<file path="config.mk">
export PLATFORM = sky130hd
export DESIGN_NAME = tte_cmd_handler
export DESIGN_NICKNAME = d
export VERILOG_FILES = /design/src/tte_pkg.sv /design/src/tte_cmd_decode.sv /design/src/tte_readback.sv /design/src/tte_cmd_handler.sv
export SDC_FILE = /design/constraint.sdc
export NUM_CORES = 1
export LEC_CHECK = 0
export BUFFER_PORTS_ARGS = -buffer_cell sky130_fd_sc_hd__buf_4
export CAP_MARGIN = 25
export CORE_ASPECT_RATIO = 1.1
export CORE_MARGIN = 2
export CORE_UTILIZATION = 52
export DETAILED_ROUTE_END_ITERATION = 8
export PLACE_DENSITY = 0.85
export SLEW_MARGIN = 20
export SYNTH_ARGS = -nofsm -noshare
export SYNTH_HDL_FRONTEND = slang
export SYNTH_SLANG_ARGS = --single-unit
</file>
<file path="constraint.sdc">
create_clock -name pclk -period 2.4 [get_ports pclk]
set_input_delay 0.48 -clock pclk [delete_from_list [all_inputs] [get_ports pclk]]
set_output_delay 0.48 -clock pclk [all_outputs]
set_load 0.005 [all_outputs]
</file>
<file path="src/tte_pkg.sv">
// constants and types of the trigger and edge command interpreter
package tte_pkg;
  localparam logic [7:0] ADDR_CMD = 8'h00;
  localparam logic [7:0] ADDR_STAT = 8'h04;
  localparam logic [7:0] OP_WIDTH = 8'h10;
  localparam logic [7:0] OP_OFFS = 8'h11;
  localparam logic [7:0] OP_EXTRA = 8'h12;
  localparam logic [7:0] OP_REJECT = 8'h13;
  localparam logic [7:0] OP_SUB_ON = 8'h14;
  localparam logic [7:0] OP_SUB_OFF = 8'h15;
  localparam logic [7:0] OP_TRIG_RD = 8'h16;
  localparam logic [7:0] OP_EDGE = 8'h22;
  localparam logic [7:0] OP_EDGE_RD = 8'h23;
  localparam logic [7:0] OP_LSB = 8'h24;
  localparam logic [7:0] OP_PAIR = 8'h25;
  localparam logic [7:0] OP_RES_RD = 8'h26;
  localparam logic [7:0] OP_DEAD = 8'h28;
  localparam logic [7:0] OP_DEAD_RD = 8'h29;
  localparam logic [11:0] WIDTH_RST = 12'h014;
  localparam logic [11:0] OFFS_RST = 12'hfd8;
  localparam logic [11:0] EXTRA_RST = 12'h008;
  localparam logic [11:0] REJECT_RST = 12'h004;
  localparam logic SUB_RST = 1'h0;
  localparam logic [1:0] EDGE_RST = 2'h2;
  localparam logic [1:0] EDGE_PAIR = 2'h0;
  localparam logic [1:0] LSB_RST = 2'h2;
  localparam logic [1:0] LSB_UNUSED = 2'h3;
  localparam logic [2:0] LEAD_RST = 3'h0;
  localparam logic [3:0] WRES_RST = 4'h0;
  localparam logic [3:0] WRES_MAX = 4'hd;
  localparam logic [1:0] DEAD_RST = 2'h0;
  localparam logic [2:0] TRIG_WORDS = 3'h5;
  localparam int LEAD_LO = 0;
  localparam int WRES_LO = 8;
  localparam int STAT_WR_BIT = 0;
  localparam int STAT_RD_BIT = 1;
  localparam int STAT_IDX_LO = 4;
  typedef enum logic [1:0] {
    ST_IDLE,
    ST_WAIT_WR,
    ST_WAIT_RD
  } tte_state_type;
  typedef enum logic [3:0] {
    CMD_NONE, CMD_WIDTH, CMD_OFFS, CMD_EXTRA, CMD_REJECT,
    CMD_SUB_ON, CMD_SUB_OFF, CMD_TRIG_RD, CMD_EDGE, CMD_EDGE_RD,
    CMD_LSB, CMD_PAIR, CMD_RES_RD, CMD_DEAD, CMD_DEAD_RD
  } tte_cmd_type;
endpackage

</file>
<file path="src/tte_cmd_decode.sv">
// opcode decoder: command, parameter write and result word count
`timescale 1ns/1ps
`default_nettype none
module tte_cmd_decode (
  input wire logic [15:0] opcode,
  output var tte_pkg::tte_cmd_type cmd,
  output logic want_wr,
  output logic [2:0] rd_words
);
  always_comb begin
    cmd = tte_pkg::CMD_NONE;
    want_wr = 1'b0;
    rd_words = 3'h0;
    case (opcode[15:8])
      tte_pkg::OP_WIDTH: begin
        cmd = tte_pkg::CMD_WIDTH;
        want_wr = 1'b1;
      end
      tte_pkg::OP_OFFS: begin
        cmd = tte_pkg::CMD_OFFS;
        want_wr = 1'b1;
      end
      tte_pkg::OP_EXTRA: begin
        cmd = tte_pkg::CMD_EXTRA;
        want_wr = 1'b1;
      end
      tte_pkg::OP_REJECT: begin
        cmd = tte_pkg::CMD_REJECT;
        want_wr = 1'b1;
      end
      tte_pkg::OP_SUB_ON: cmd = tte_pkg::CMD_SUB_ON;
      tte_pkg::OP_SUB_OFF: cmd = tte_pkg::CMD_SUB_OFF;
      tte_pkg::OP_TRIG_RD: begin
        cmd = tte_pkg::CMD_TRIG_RD;
        rd_words = tte_pkg::TRIG_WORDS;
      end
      tte_pkg::OP_EDGE: begin
        cmd = tte_pkg::CMD_EDGE;
        want_wr = 1'b1;
      end
      tte_pkg::OP_EDGE_RD: begin
        cmd = tte_pkg::CMD_EDGE_RD;
        rd_words = 3'h1;
      end
      tte_pkg::OP_LSB: begin
        cmd = tte_pkg::CMD_LSB;
        want_wr = 1'b1;
      end
      tte_pkg::OP_PAIR: begin
        cmd = tte_pkg::CMD_PAIR;
        want_wr = 1'b1;
      end
      tte_pkg::OP_RES_RD: begin
        cmd = tte_pkg::CMD_RES_RD;
        rd_words = 3'h1;
      end
      tte_pkg::OP_DEAD: begin
        cmd = tte_pkg::CMD_DEAD;
        want_wr = 1'b1;
      end
      tte_pkg::OP_DEAD_RD: begin
        cmd = tte_pkg::CMD_DEAD_RD;
        rd_words = 3'h1;
      end
      default: cmd = tte_pkg::CMD_NONE;
    endcase
  end
endmodule
`default_nettype wire

</file>
<file path="src/tte_readback.sv">
// result word selection for the readback commands
`timescale 1ns/1ps
`default_nettype none
module tte_readback (
  input var tte_pkg::tte_cmd_type cmd,
  input wire logic [2:0] idx,
  input wire logic [11:0] width,
  input wire logic [11:0] offs,
  input wire logic [11:0] extra,
  input wire logic [11:0] reject,
  input wire logic sub_en,
  input wire logic [1:0] edge_mode,
  input wire logic [1:0] edge_lsb,
  input wire logic [2:0] lead_res,
  input wire logic [3:0] width_res,
  input wire logic [1:0] dead_time,
  output logic [15:0] word
);
  always_comb begin
    word = 16'h0000;
    case (cmd)
      tte_pkg::CMD_TRIG_RD: begin
        case (idx)
          3'h0: word = {4'h0, width};
          3'h1: word = {{4{offs[11]}}, offs};
          3'h2: word = {4'h0, extra};
          3'h3: word = {4'h0, reject};
          3'h4: word = {15'h0000, sub_en};
          default: word = 16'h0000;
        endcase
      end
      tte_pkg::CMD_EDGE_RD: word = {14'h0000, edge_mode};
      tte_pkg::CMD_RES_RD: begin
        if (edge_mode == tte_pkg::EDGE_PAIR) begin
          word[tte_pkg::LEAD_LO +: 3] = lead_res;
          word[tte_pkg::WRES_LO +: 4] = width_res;
        end else begin
          word = {14'h0000, edge_lsb};
        end
      end
      tte_pkg::CMD_DEAD_RD: word = {14'h0000, dead_time};
      default: word = 16'h0000;
    endcase
  end
endmodule
`default_nettype wire

</file>
<file path="src/tte_cmd_handler.sv">
// apb command port interpreter for trigger and edge settings
`timescale 1ns/1ps
`default_nettype none
module tte_cmd_handler (
  input wire logic pclk,
  input wire logic presetn,
  input wire logic psel,
  input wire logic penable,
  input wire logic pwrite,
  input wire logic [7:0] paddr,
  input wire logic [31:0] pwdata,
  output logic [31:0] prdata,
  output logic pready,
  output logic pslverr,
  output logic [11:0] win_width,
  output logic [11:0] win_offset,
  output logic [11:0] extra_margin,
  output logic [11:0] reject_margin,
  output logic sub_enable,
  output logic [1:0] edge_mode,
  output logic [1:0] edge_lsb,
  output logic [2:0] lead_res,
  output logic [3:0] width_res,
  output logic [1:0] dead_time,
  output logic cmd_busy
);
  tte_pkg::tte_state_type state_ff;
  tte_pkg::tte_state_type nxt_state;
  tte_pkg::tte_cmd_type cmd_ff;
  tte_pkg::tte_cmd_type dec_cmd;
  logic dec_wr;
  logic [2:0] dec_rd;
  logic [2:0] idx_ff;
  logic [2:0] rd_cnt_ff;
  logic [11:0] width_ff;
  logic [11:0] offs_ff;
  logic [11:0] extra_ff;
  logic [11:0] reject_ff;
  logic sub_ff;
  logic [1:0] edge_ff;
  logic [1:0] lsb_ff;
  logic [2:0] lead_ff;
  logic [3:0] wres_ff;
  logic [1:0] dead_ff;
  logic [31:0] rdata_ff;
  logic err_ff;
  logic [15:0] rb_word;
  logic setup;
  logic access;
  logic hit_cmd;
  logic hit_stat;
  logic wr_go;
  logic rd_go;
  logic op_go;
  logic par_go;
  logic last_rd;
  logic [31:0] stat_word;
  logic nxt_err;

  assign setup = psel & ~penable;
  assign access = psel & penable;
  assign hit_cmd = (paddr == tte_pkg::ADDR_CMD);
  assign hit_stat = (paddr == tte_pkg::ADDR_STAT);
  // bus errors are refused transfers; they never move the interpreter
  assign wr_go = access & pwrite & hit_cmd & ~err_ff;
  assign rd_go = access & ~pwrite & hit_cmd & ~err_ff;
  assign op_go = wr_go & (state_ff == tte_pkg::ST_IDLE);
  assign par_go = wr_go & (state_ff == tte_pkg::ST_WAIT_WR);
  assign last_rd = (idx_ff == rd_cnt_ff - 3'h1);

  tte_cmd_decode u_decode (
    .opcode(pwdata[15:0]),
    .cmd(dec_cmd),
    .want_wr(dec_wr),
    .rd_words(dec_rd)
  );

  tte_readback u_readback (
    .cmd(cmd_ff),
    .idx(idx_ff),
    .width(width_ff),
    .offs(offs_ff),
    .extra(extra_ff),
    .reject(reject_ff),
    .sub_en(sub_ff),
    .edge_mode(edge_ff),
    .edge_lsb(lsb_ff),
    .lead_res(lead_ff),
    .width_res(wres_ff),
    .dead_time(dead_ff),
    .word(rb_word)
  );

  always_comb begin
    nxt_state = state_ff;
    case (state_ff)
      tte_pkg::ST_IDLE: begin
        if (op_go && dec_wr) begin
          nxt_state = tte_pkg::ST_WAIT_WR;
        end else if (op_go && dec_rd != 3'h0) begin
          nxt_state = tte_pkg::ST_WAIT_RD;
        end
      end
      tte_pkg::ST_WAIT_WR: begin
        if (wr_go) begin
          nxt_state = tte_pkg::ST_IDLE;
        end
      end
      tte_pkg::ST_WAIT_RD: begin
        if (rd_go && last_rd) begin
          nxt_state = tte_pkg::ST_IDLE;
        end
      end
      default: nxt_state = tte_pkg::ST_IDLE;
    endcase
  end

  always_ff @(posedge pclk or negedge presetn) begin
    if (!presetn) begin
      state_ff <= tte_pkg::ST_IDLE;
    end else begin
      state_ff <= nxt_state;
    end
  end

  always_ff @(posedge pclk or negedge presetn) begin
    if (!presetn) begin
      cmd_ff <= tte_pkg::CMD_NONE;
      rd_cnt_ff <= 3'h0;
    end else if (op_go) begin
      cmd_ff <= dec_cmd;
      rd_cnt_ff <= dec_rd;
    end
  end

  always_ff @(posedge pclk or negedge presetn) begin
    if (!presetn) begin
      idx_ff <= 3'h0;
    end else if (op_go) begin
      idx_ff <= 3'h0;
    end else if (rd_go && state_ff == tte_pkg::ST_WAIT_RD) begin
      idx_ff <= last_rd ? 3'h0 : idx_ff + 3'h1;
    end
  end

  // values are cycle counts; the window start lands on a cycle edge
  always_ff @(posedge pclk or negedge presetn) begin
    if (!presetn) begin
      width_ff <= tte_pkg::WIDTH_RST;
      offs_ff <= tte_pkg::OFFS_RST;
      extra_ff <= tte_pkg::EXTRA_RST;
      reject_ff <= tte_pkg::REJECT_RST;
    end else if (par_go) begin
      case (cmd_ff)
        tte_pkg::CMD_WIDTH: width_ff <= pwdata[11:0];
        tte_pkg::CMD_OFFS: offs_ff <= pwdata[11:0];
        tte_pkg::CMD_EXTRA: extra_ff <= pwdata[11:0];
        tte_pkg::CMD_REJECT: reject_ff <= pwdata[11:0];
        default: width_ff <= width_ff;
      endcase
    end
  end

  always_ff @(posedge pclk or negedge presetn) begin
    if (!presetn) begin
      sub_ff <= tte_pkg::SUB_RST;
    end else if (op_go && dec_cmd == tte_pkg::CMD_SUB_ON) begin
      sub_ff <= 1'b1;
    end else if (op_go && dec_cmd == tte_pkg::CMD_SUB_OFF) begin
      sub_ff <= 1'b0;
    end
  end

  always_ff @(posedge pclk or negedge presetn) begin
    if (!presetn) begin
      edge_ff <= tte_pkg::EDGE_RST;
      lsb_ff <= tte_pkg::LSB_RST;
      dead_ff <= tte_pkg::DEAD_RST;
    end else if (par_go) begin
      case (cmd_ff)
        tte_pkg::CMD_EDGE: edge_ff <= pwdata[1:0];
        tte_pkg::CMD_LSB: begin
          // the unused code would leave the tdc undefined, so drop it
          if (pwdata[1:0] != tte_pkg::LSB_UNUSED) begin
            lsb_ff <= pwdata[1:0];
          end
        end
        tte_pkg::CMD_DEAD: dead_ff <= pwdata[1:0];
        default: edge_ff <= edge_ff;
      endcase
    end
  end

  // pair resolution only lands while pair mode is selected
  always_ff @(posedge pclk or negedge presetn) begin
    if (!presetn) begin
      lead_ff <= tte_pkg::LEAD_RST;
      wres_ff <= tte_pkg::WRES_RST;
    end else if (par_go && cmd_ff == tte_pkg::CMD_PAIR &&
                 edge_ff == tte_pkg::EDGE_PAIR) begin
      lead_ff <= pwdata[tte_pkg::LEAD_LO +: 3];
      if (pwdata[tte_pkg::WRES_LO +: 4] <= tte_pkg::WRES_MAX) begin
        wres_ff <= pwdata[tte_pkg::WRES_LO +: 4];
      end
    end
  end

  always_comb begin
    stat_word = 32'h00000000;
    stat_word[tte_pkg::STAT_WR_BIT] = (state_ff == tte_pkg::ST_WAIT_WR);
    stat_word[tte_pkg::STAT_RD_BIT] = (state_ff == tte_pkg::ST_WAIT_RD);
    stat_word[tte_pkg::STAT_IDX_LO +: 3] = idx_ff;
  end

  // a read of the port with nothing to read, a write while results
  // wait, a write to status or an unmapped address is refused
  always_comb begin
    nxt_err = 1'b1;
    if (hit_cmd) begin
      if (pwrite) begin
        nxt_err = (state_ff == tte_pkg::ST_WAIT_RD);
      end else begin
        nxt_err = (state_ff != tte_pkg::ST_WAIT_RD);
      end
    end else if (hit_stat) begin
      nxt_err = pwrite;
    end
  end

  // read data is captured in the setup cycle so prdata is a flop
  always_ff @(posedge pclk or negedge presetn) begin
    if (!presetn) begin
      rdata_ff <= 32'h00000000;
      err_ff <= 1'b0;
    end else if (setup) begin
      err_ff <= nxt_err;
      if (pwrite || nxt_err) begin
        rdata_ff <= 32'h00000000;
      end else if (hit_stat) begin
        rdata_ff <= stat_word;
      end else begin
        rdata_ff <= {16'h0000, rb_word};
      end
    end
  end

  assign prdata = rdata_ff;
  assign pready = 1'b1;
  assign pslverr = access & err_ff;
  assign win_width = width_ff;
  assign win_offset = offs_ff;
  assign extra_margin = extra_ff;
  assign reject_margin = reject_ff;
  assign sub_enable = sub_ff;
  assign edge_mode = edge_ff;
  assign edge_lsb = lsb_ff;
  assign lead_res = lead_ff;
  assign width_res = wres_ff;
  assign dead_time = dead_ff;
  assign cmd_busy = (state_ff != tte_pkg::ST_IDLE);
endmodule
`default_nettype wire

</file>
==> flow_metrics.tcl, run 1 <==
set metrics [dict create \
    crit_buf_inv 1 \
    dp_cells 647 \
    cts.hold.buffers_added 0 \
    path_cells "nor2b_1 > nand4_4 > nor4_2 > buf_4 > mux2_2" \
    yosysSeqAreaShare_pct 47.57 \
    arrival_ps 2390 \
    final_max_slew_viol_count 0 \
    synth_edf_count 0 \
    syn_inst 426 \
    crit_path_top_delay_cell "dfrtp_1" \
    coreArea_mm2 0.008738 \
    yosys.area.top_type_share_pct 39.60 \
    ys.warnings.count 0 \
    postSynthAreaPerCell_um2 10.83 \
    hold_viol 0 \
    first_pass_iters 7 \
    synth_area_leader_cell "dfrtp_1" \
    vias 4039 \
    synth_area_leaders "dfrtp_1 40%, mux2_2 12%, dfstp_2 8.0%" \
    post_cts_buffers 0 \
    ys_types 61 \
    rsz0062_at_grt "false" \
    initial_core_util_pct 52.79 \
    cts_tree "built" \
    max_cap_viol_count 0 \
    ys.flop_type "dfrtp_1" \
    grt_pass1_vias 3800 \
    grt_pass1_wl_mm 19.98 \
    postCtsResizedCells 0 \
    fin_crit_ps 2134 \
    ys_seq_elements 87 \
    wl_mm 12.92 \
    hpwlAfterDp_mm 9.163 \
    clock-root-buffer "clkbuf_8" \
    port_buffers 108 \
    yosysMostFrequentCell "dfrtp_1" \
    status "finished clean" \
    fp-row-count 36 \
    clock_path_buffers 2 \
    drive_above_1_share_pct 41.17 \
    min_path_type "input pin to async pin" \
    place.gp.congestion 0.8941 \
    cts.reportedPaths.clkPinSlew_ps 90 \
    numClockSinks 87 \
    vias_per_cell 6.092 \
    cts_buffers 9 \
    maxSlewHeadroom_pct 57.82 \
    worstSetupPathType "flip-flop to flip-flop" \
    die_w_um 93.81 \
    fmax_mhz 468.6 \
    grt_remaining_overflow 0 \
    drc_errors 0 \
    tns_ps 0 \
    power_density_mw_per_mm2 472.4 \
    slowest_delay_ps 470 \
    p_leak_nw 2.815 \
    critPathMaxFanout 11 \
    die_area_mm2 0.009642 \
    num_antenna_cells 0 \
    async_reset_ff_share_pct 100.0 \
    drt_iter0_markers 420 \
    wl_per_cell_um 19.49 \
    nNetsFinal 594 \
    postRouteAntennaNets 0 \
    grt_max_degree 52 \
    synth_area_mm2 0.004613 \
    fin_util_pct 66.47 \
    cts.htree.levels 3 \
    cp-start-kind "flip-flop" \
    final_cells 663 \
    area_growth_pct 25.90 \
    io_pins 142 \
    antenna_found_initial 0 \
    die-height_um 102.8 \
    grt_use_total_pct 27.40 \
    critical_path.top_delay_family "simple AND/OR/NAND/NOR gates" \
    yosys-top-cells-count "73 x dfrtp_1, 50 x mux2_2, 34 x nand2_1, 26 x a21oi_1" \
    period_share_pct 88.92 \
    endpoint_kind "flip-flop" \
    finClkSkew_ps 7.383 \
    fillers 688 \
    required_ps 2650 \
    setup_viol 0 \
    insertion_delay_ps 370 \
    worst_pin_slew_ps 623.8 \
    vdd_ir_drop_max_mv 0.4176 \
]
-- per-stage QoR --
step | hold WS, ps | worst slack [ps] | power [W] | instance area, um2
after floorplan | 184.4 | 243.7 | 0.001585 | 4669
after global placement | 462.4 | 55.66 | 0.001665 | 5593
after detailed placement | 467.9 | 24.67 | 0.001671 | 5593
after CTS | 63.32 | 305.3 | 0.002765 | 5808
after global routing | 77.75 | 100.9 | 0.002849 | 5808
final | 68.57 | 265.8 | 0.002744 | 5808
-- power breakdown --
part / internal [W] / total [W] / switching, W
Sequential: 0.00147 / 0.00147 / 0.00000460
Clock: 0.000547 / 0.00110 / 0.000552
Combinational: 0.0000648 / 0.000170 / 0.000105
Total: 0.00208 / 0.00274 / 0.000662
-- worst reg2reg max path, stage by stage, from the launching register on --
cell,delay [ps]
dfrtp_1,470
nor2b_1,320
nand4_4,220
nor4_2,320
buf_4,300
mux2_2,380
-- layout by cell type (no fill, tap or decap), types with 4 or more instances in the layout --
cell / count
ha_1: 5
nand3_1: 5
a31oi_1: 4
a21oi_1: 26
clkbuf_8: 11
nor2_1: 22
a222oi_1: 11
a22oi_1: 7
nand2b_1: 4
nor3_1: 5
conb_1: 17
dfstp_2: 14
o21ai_0: 22
nand2_1: 34
nor2b_1: 8
nand4_1: 4
and3_1: 4
mux2_1: 7
buf_4: 135
dfrtp_1: 73
xor2_1: 4
mux2_2: 50
inv_1: 11
-- final cells by class --
class / instances / area, um2 / share of cell area (%)
flip-flops and latches: 87 / 2195 / 37.79
multi-input cells: 299 / 2181 / 37.55
repair buffers: 136 / 1033 / 17.79
clock buffers: 11 / 151.4 / 2.607
well taps: 114 / 142.6 / 2.456
clock inverters: 5 / 63.81 / 1.099
inverters: 11 / 41.29 / 0.7109
-- kinds of logic after synthesis --
logic type | share of synthesized area (%)
AOI/OAI and AO/OA | 14.95
xor gates and xnor gates | 0.7593
adders and majority gates | 1.356
buffers and inverters | 6.374
DFF | 47.57
muxes | 14.56
other | 0.1628
and+or+nand+nor | 14.27
-- metal layers --
metal	vias up	wire length, um	track usage [%]
met5	-	0	0
met4	0	503	15.05
met3	41	1098	5.044
met2	246	6384	43.74
met1	1971	4935	35.67
li1	1781	-	-
-- flip-flops by register name, summed over array words and instances (netlist names), 3 cells and up --
name,count
prdata,13
extra_margin,12
reject_margin,12
win_offset,12
win_width,12
cmd_ff,4
width_res,4
idx_ff,3
lead_res,3
-- worst paths after layout --
kind	start	endpoint	slack, ps	cells after the start
setup / recovery	state_ff[0]	win_width[7]	270	5
hold / removal	presetn	reject_margin[3]	70	1
setup reg to reg	state_ff[0]	win_width[7]	270	5
hold reg to reg	prdata[0]	prdata[0]	490	2
max in group asynchronous	presetn	edge_mode[1]	1630	2
min in group pclk	pwdata[7]	reject_margin[7]	360	2
Power figures use the tool's default switching activity.
==> run 2: changes to the inputs <==
- MAX_ROUTING_LAYER: not set -> met4
==> run 2 against run 1 <==
Against the previous run: fmax decreased by 1.3%; sequential power about the same; clock skew increased by 7.2 ps; count of clock-buffer cells in the layout unchanged; flip-flop and latch count unchanged; sequential share of layout area about the same; critical path type unchanged; global-route usage increased by 1.3 points; critical path depth increased by 2; first-iteration DRC count decreased by 21%; hold slack improved by 47 ps; register-to-register slack got worse by 30 ps; power decreased by 0.11%.
==> flow_metrics.tcl, run 2 (synthesis results as in run 1) <==
set metrics [dict create \
    final_max_slew_viol_count 0 \
    first_pass_iters 5 \
    fin_area_mm2 0.005809 \
    largest_reg_flops 13 \
    setup_viol 0 \
    min_path_type "input pin to async pin" \
    layout_commonest_cell "buf_4" \
    port_buffers 108 \
    area_growth_pct 25.93 \
    grt_remaining_overflow 0 \
    drive_above_1_share_pct 41.38 \
    cts_buffers 9 \
    die_w_um 93.81 \
    grt_max_degree 51 \
    hpwlAfterDp_mm 9.364 \
    io_pins 142 \
    required_ps 2670 \
    arrival_ps 2430 \
    switching_power_w 0.0006610 \
    cts.reportedPaths.clkPinSlew_ps 90 \
    drc_errors 0 \
    coreArea_mm2 0.008738 \
    tns_ps 0 \
    fillers 661 \
    numClockSinks 87 \
    grt_pass1_vias 3855 \
    rsz0062_at_grt "false" \
    postRouteAntennaNets 0 \
    final_cell_mix "138 x buf_4, 73 x dfrtp_1, 50 x mux2_2" \
    insertion_delay_ps 380 \
    postCtsResizedCells 0 \
    cp-start-kind "flip-flop" \
    status "finished clean" \
    multiInputGateArea_mm2 0.002181 \
    wl_mm 12.88 \
    die_area_mm2 0.009642 \
    vias_per_cell 5.950 \
    maxSlewHeadroom_pct 55.10 \
    post_cts_buffers 0 \
    grt_use_total_pct 28.71 \
    fin_crit_ps 2162 \
    nNetsFinal 596 \
    worstSetupPathType "flip-flop to flip-flop" \
    r2r_cells 7 \
    place.gp.congestion 0.9157 \
    drt_iter0_markers 331 \
    finClkSkew_ps 14.54 \
    seq_area_mm2 0.002195 \
    period_share_pct 90.07 \
    die-height_um 102.8 \
    place_area_mm2 0.005595 \
    pwr-share-clk_pct 40.1 \
    seq_power_share_pct 53.8 \
    hold_viol 0 \
    p_sw_share_pct 24.12 \
    cts_tree "built" \
    num_antenna_cells 0 \
    internal-power_w 0.002080 \
    cts.hold.buffers_added 0 \
    endpoint_kind "flip-flop" \
    power_density_mw_per_mm2 471.8 \
    wl_per_cell_um 19.37 \
    vdd_ir_drop_max_mv 0.3755 \
    worst_pin_slew_ps 664.1 \
    max_cap_viol_count 0 \
    initial_core_util_pct 52.79 \
    vias 3957 \
    fmax_mhz 462.6 \
    p_leak_nw 2.816 \
    cts.htree.levels 3 \
    antenna_found_initial 0 \
    pwr-share-comb_pct 6.1 \
    critPathMaxFanout 7 \
    clock-root-buffer "clkbuf_8" \
    grt_pass1_wl_mm 20.31 \
    p_total_w 0.002741 \
    fp-row-count 36 \
    clock_path_buffers 2 \
]
-- run 2: cell count changes in the layout (fill, tap and decap cells not counted) --
cell	change
buf_4	+3
buf_12	-1
clkinv_4	-1
clkinvlp_4	+1
-- run 2: power groups by stage --
stage | clock network, W | logic, W | registers [W]
after floorplan | 0 | 0.0000833 | 0.00150
after global placement | 0 | 0.000163 | 0.00150
after detailed placement | 0 | 0.000168 | 0.00150
after CTS | 0.00111 | 0.000168 | 0.00147
after global routing | 0.00117 | 0.000190 | 0.00148
final | 0.00110 | 0.000168 | 0.00147
-- run 2: layout make-up --
class / count / share of cell area [%]
multi-input cells: 299 / 37.54
flip-flops and latches: 87 / 37.78
clock inverters: 5 / 1.077
clock buffers: 11 / 2.606
inverters: 11 / 0.7107
well taps: 114 / 2.455
repair buffers: 138 / 17.83
-- run 2: path summary, 6_finish.rpt --
| check | startpoint | to | slack [ps] |
|---|---|---|---|
| worst max-delay path | idx_ff[1] | prdata[1] | 240 |
| worst min-delay path | presetn | prdata[7] | 120 |
| worst max register to register | idx_ff[1] | prdata[1] | 240 |
| worst min register to register | prdata[6] | prdata[6] | 500 |
| max in group asynchronous | presetn | win_width[2] | 1550 |
| min in group pclk | pwdata[7] | reject_margin[7] | 330 |
-- run 2: routing by layer --
metal / vias to the layer above / global-route usage [%] / routed length, um
li1: 1776 / - / -
met1: 1942 / 36.76 / 5158
met3: 42 / 6.506 / 981
met4: 0 / 14.49 / 471
met5: - / - / 0
met2: 197 / 43.19 / 6273
-- run 2: critical path, stage by stage, from the launching register on --
cell and delay [ps]:
dfrtp_1 490, inv_1 120, ha_1 340, o21bai_1 230
a21boi_0 110, buf_4 150, a221o_1 340, a32o_1 260
-- run 2: per-stage QoR --
step / setup WS (ps) / cells / util (%) / hold WS, ps
2_1_floorplan: 243.7 / 441 / - / 184.4
3_3_place_gp: 43.38 / 649 / 64.03 / 468.0
3_5_place_dp: 20.12 / 649 / 64.03 / 480.6
4_1_cts: 283.8 / 665 / 66.48 / 133.8
5_1_grt: 148.1 / 665 / 66.48 / 166.3
6_report: 238.4 / 665 / 66.48 / 115.3
==> run 3: changes to the inputs <==
- CORE_UTILIZATION: 52 -> 53
- CTS_BUF_LIST: not set -> sky130_fd_sc_hd__clkbuf_4
- PLACE_DENSITY: 0.85 -> 0.86
==> run 3 against run 2 <==
Against the previous run: global-route usage shrank 0.94 points; hold slack got worse by 86 ps; flip-flop and latch count unchanged; power is 9.5% lower; utilization rose by 1.7 points; via count down 0.23%; first-iteration DRC count grew 12%; highest routed layer unchanged; sequential power barely moved; fmax fell by 4.6%.
==> flow_metrics.tcl, run 3 (synthesis results as in run 1) <==
set metrics [dict create \
    cp-start-kind "flip-flop" \
    power_density_mw_per_mm2 432.8 \
    place.gp.congestion 0.9227 \
    die-height_um 101.9 \
    die_area_mm2 0.009467 \
    num_antenna_cells 0 \
    r2r_end "prdata[9]" \
    coreArea_mm2 0.008408 \
    max_cap_viol_count 0 \
    fillers 612 \
    area_growth_pct 24.25 \
    cts_tree "built" \
    ff2ff_setup_slack_ps 130 \
    final_cell_mix "138 x buf_4, 72 x dfrtp_1, 50 x mux2_2" \
    drt_iter0_markers 372 \
    arrival_ps 2640 \
    clock-root-buffer "clkbuf_4" \
    min_path_type "input pin to async pin" \
    initial_core_util_pct 54.87 \
    place_area_mm2 0.005592 \
    largest_reg_flops 13 \
    r2r_cells 8 \
    insertion_delay_ps 470 \
    io_pins 142 \
    die_w_um 92.96 \
    vias 3948 \
    maxSlewHeadroom_pct 55.16 \
    fmax_mhz 441.4 \
    worst_pin_slew_ps 672.5 \
    drive_above_1_share_pct 41.56 \
    grt_pass1_vias 3863 \
    rsz0062_at_grt "false" \
    crit_buf_inv 2 \
    r2r_start "idx_ff[0]" \
    whs_ps 29.53 \
    critPathMaxFanout 5 \
    slowest_delay_ps 470 \
    vias_per_cell 5.964 \
    cts.htree.levels 3 \
    tns_ps 0 \
    path_cells "inv_1 > ha_1 > buf_4 > a222oi_1 > nor2_1 > a21oi_1 > nor4b_1 > a221o_1" \
    fin_area_mm2 0.005732 \
    finClkSkew_ps 24.22 \
    numClockSinks 87 \
    endpoint_kind "flip-flop" \
    period_share_pct 94.40 \
    fin_crit_ps 2266 \
    port_buffers 108 \
    crit_path_top_delay_cell "dfrtp_1" \
    grt_use_total_pct 27.77 \
    critical_path.top_delay_family "compound AO/OA/AOI/OAI gates" \
    grt_max_degree 54 \
    seq_area_mm2 0.002196 \
    wl_per_cell_um 18.63 \
    status "finished clean" \
    p_leak_nw 2.789 \
    hold_viol 0 \
    antenna_found_initial 0 \
    hpwlAfterDp_mm 9.082 \
    final_max_slew_viol_count 0 \
    fp-row-count 35 \
    required_ps 2770 \
    dp_worst_setup_slack_ps 1.301 \
    vdd_ir_drop_max_mv 0.3362 \
    multiInputGateArea_mm2 0.002181 \
    nNetsFinal 596 \
    wl_mm 12.33 \
    worstSetupPathType "flip-flop to flip-flop" \
    cts_buffers 9 \
    postRouteAntennaNets 0 \
    first_pass_iters 6 \
    layout_commonest_cell "buf_4" \
    setup_viol 0 \
    cts.reportedPaths.clkPinSlew_ps 170 \
    clock_path_buffers 2 \
    drc_errors 0 \
    grt_remaining_overflow 0 \
    grt_pass1_wl_mm 19.89 \
    cts.hold.buffers_added 0 \
    worst_slack_ps 134.4 \
]
==> run 3: changes by cell type in the layout (fill, tap and decap cells not counted) <==
cell	previous run	this run
clkinv_8	0	1
inv_8	0	1
clkbuf_4	0	9
clkinvlp_4	2	0
clkinv_4	0	2
inv_6	2	3
bufinv_16	1	0
dfrtp_2	0	1
clkbuf_8	11	0
dfrtp_1	73	72
==> run 3: what timing repair did <==
action,4_1_cts,5_1_grt
endpoints found under the setup margin,0,1
setup buffers,0,0
resized for setup,0,1
==> run 3: worst max-delay path by stage <==
stage | start | endpoint | slack (ps) | cells after the start
floorplan | paddr[5] | lead_res[0] | 240 | 6
global placement | paddr[1] | win_width[3] | 60 | 6
detailed placement | paddr[1] | win_width[7] | 1 | 6
CTS | idx_ff[1] | prdata[9] | 160 | 8
global route | idx_ff[0] | prdata[9] | 3 | 8
finish | idx_ff[0] | prdata[9] | 130 | 8
==> run 3: worst register-to-register path, cell delays in order (launching register included) <==
cell,delay (ps)
dfrtp_1,470
inv_1,120
ha_1,300
buf_4,190
a222oi_1,340
nor2_1,70
a21oi_1,280
nor4b_1,140
a221o_1,270
==> run 3: routing by layer <==
layer,part of all wire (%),track usage [%],vias up
met3,7.6,4.794,23
li1,-,-,1774
met4,1.9,8.597,0
met2,50,44.87,202
met5,0,-,-
met1,40,36.26,1949
==> run 3: final cells by class <==
| type | instances | share of cell area [%] |
|---|---|---|
| flip-flops and latches | 87 | 38.31 |
| clock buffers | 9 | 1.179 |
| multi-input cells | 299 | 38.05 |
| repair buffers | 138 | 18.07 |
| well taps | 111 | 2.423 |
| inverters | 11 | 0.7204 |
| clock inverters | 7 | 1.244 |
==> run 3: per-stage QoR <==
step	instances	utilization (%)	power, W
floorplan	441	-	0.001585
global placement	646	66.50	0.001664
detailed placement	646	66.50	0.001669
CTS	662	68.15	0.002491
global route	662	68.17	0.002576
finish	662	68.17	0.002481
==> run 3: where the power goes <==
group / switching [W] / leakage [nW] / internal [W]
combinational: 0.000103 / 1.56 / 0.0000636
clock: 0.000594 / 0.0762 / 0.000244
sequential: 0.00000422 / 1.15 / 0.00147
total: 0.000701 / 2.79 / 0.00178
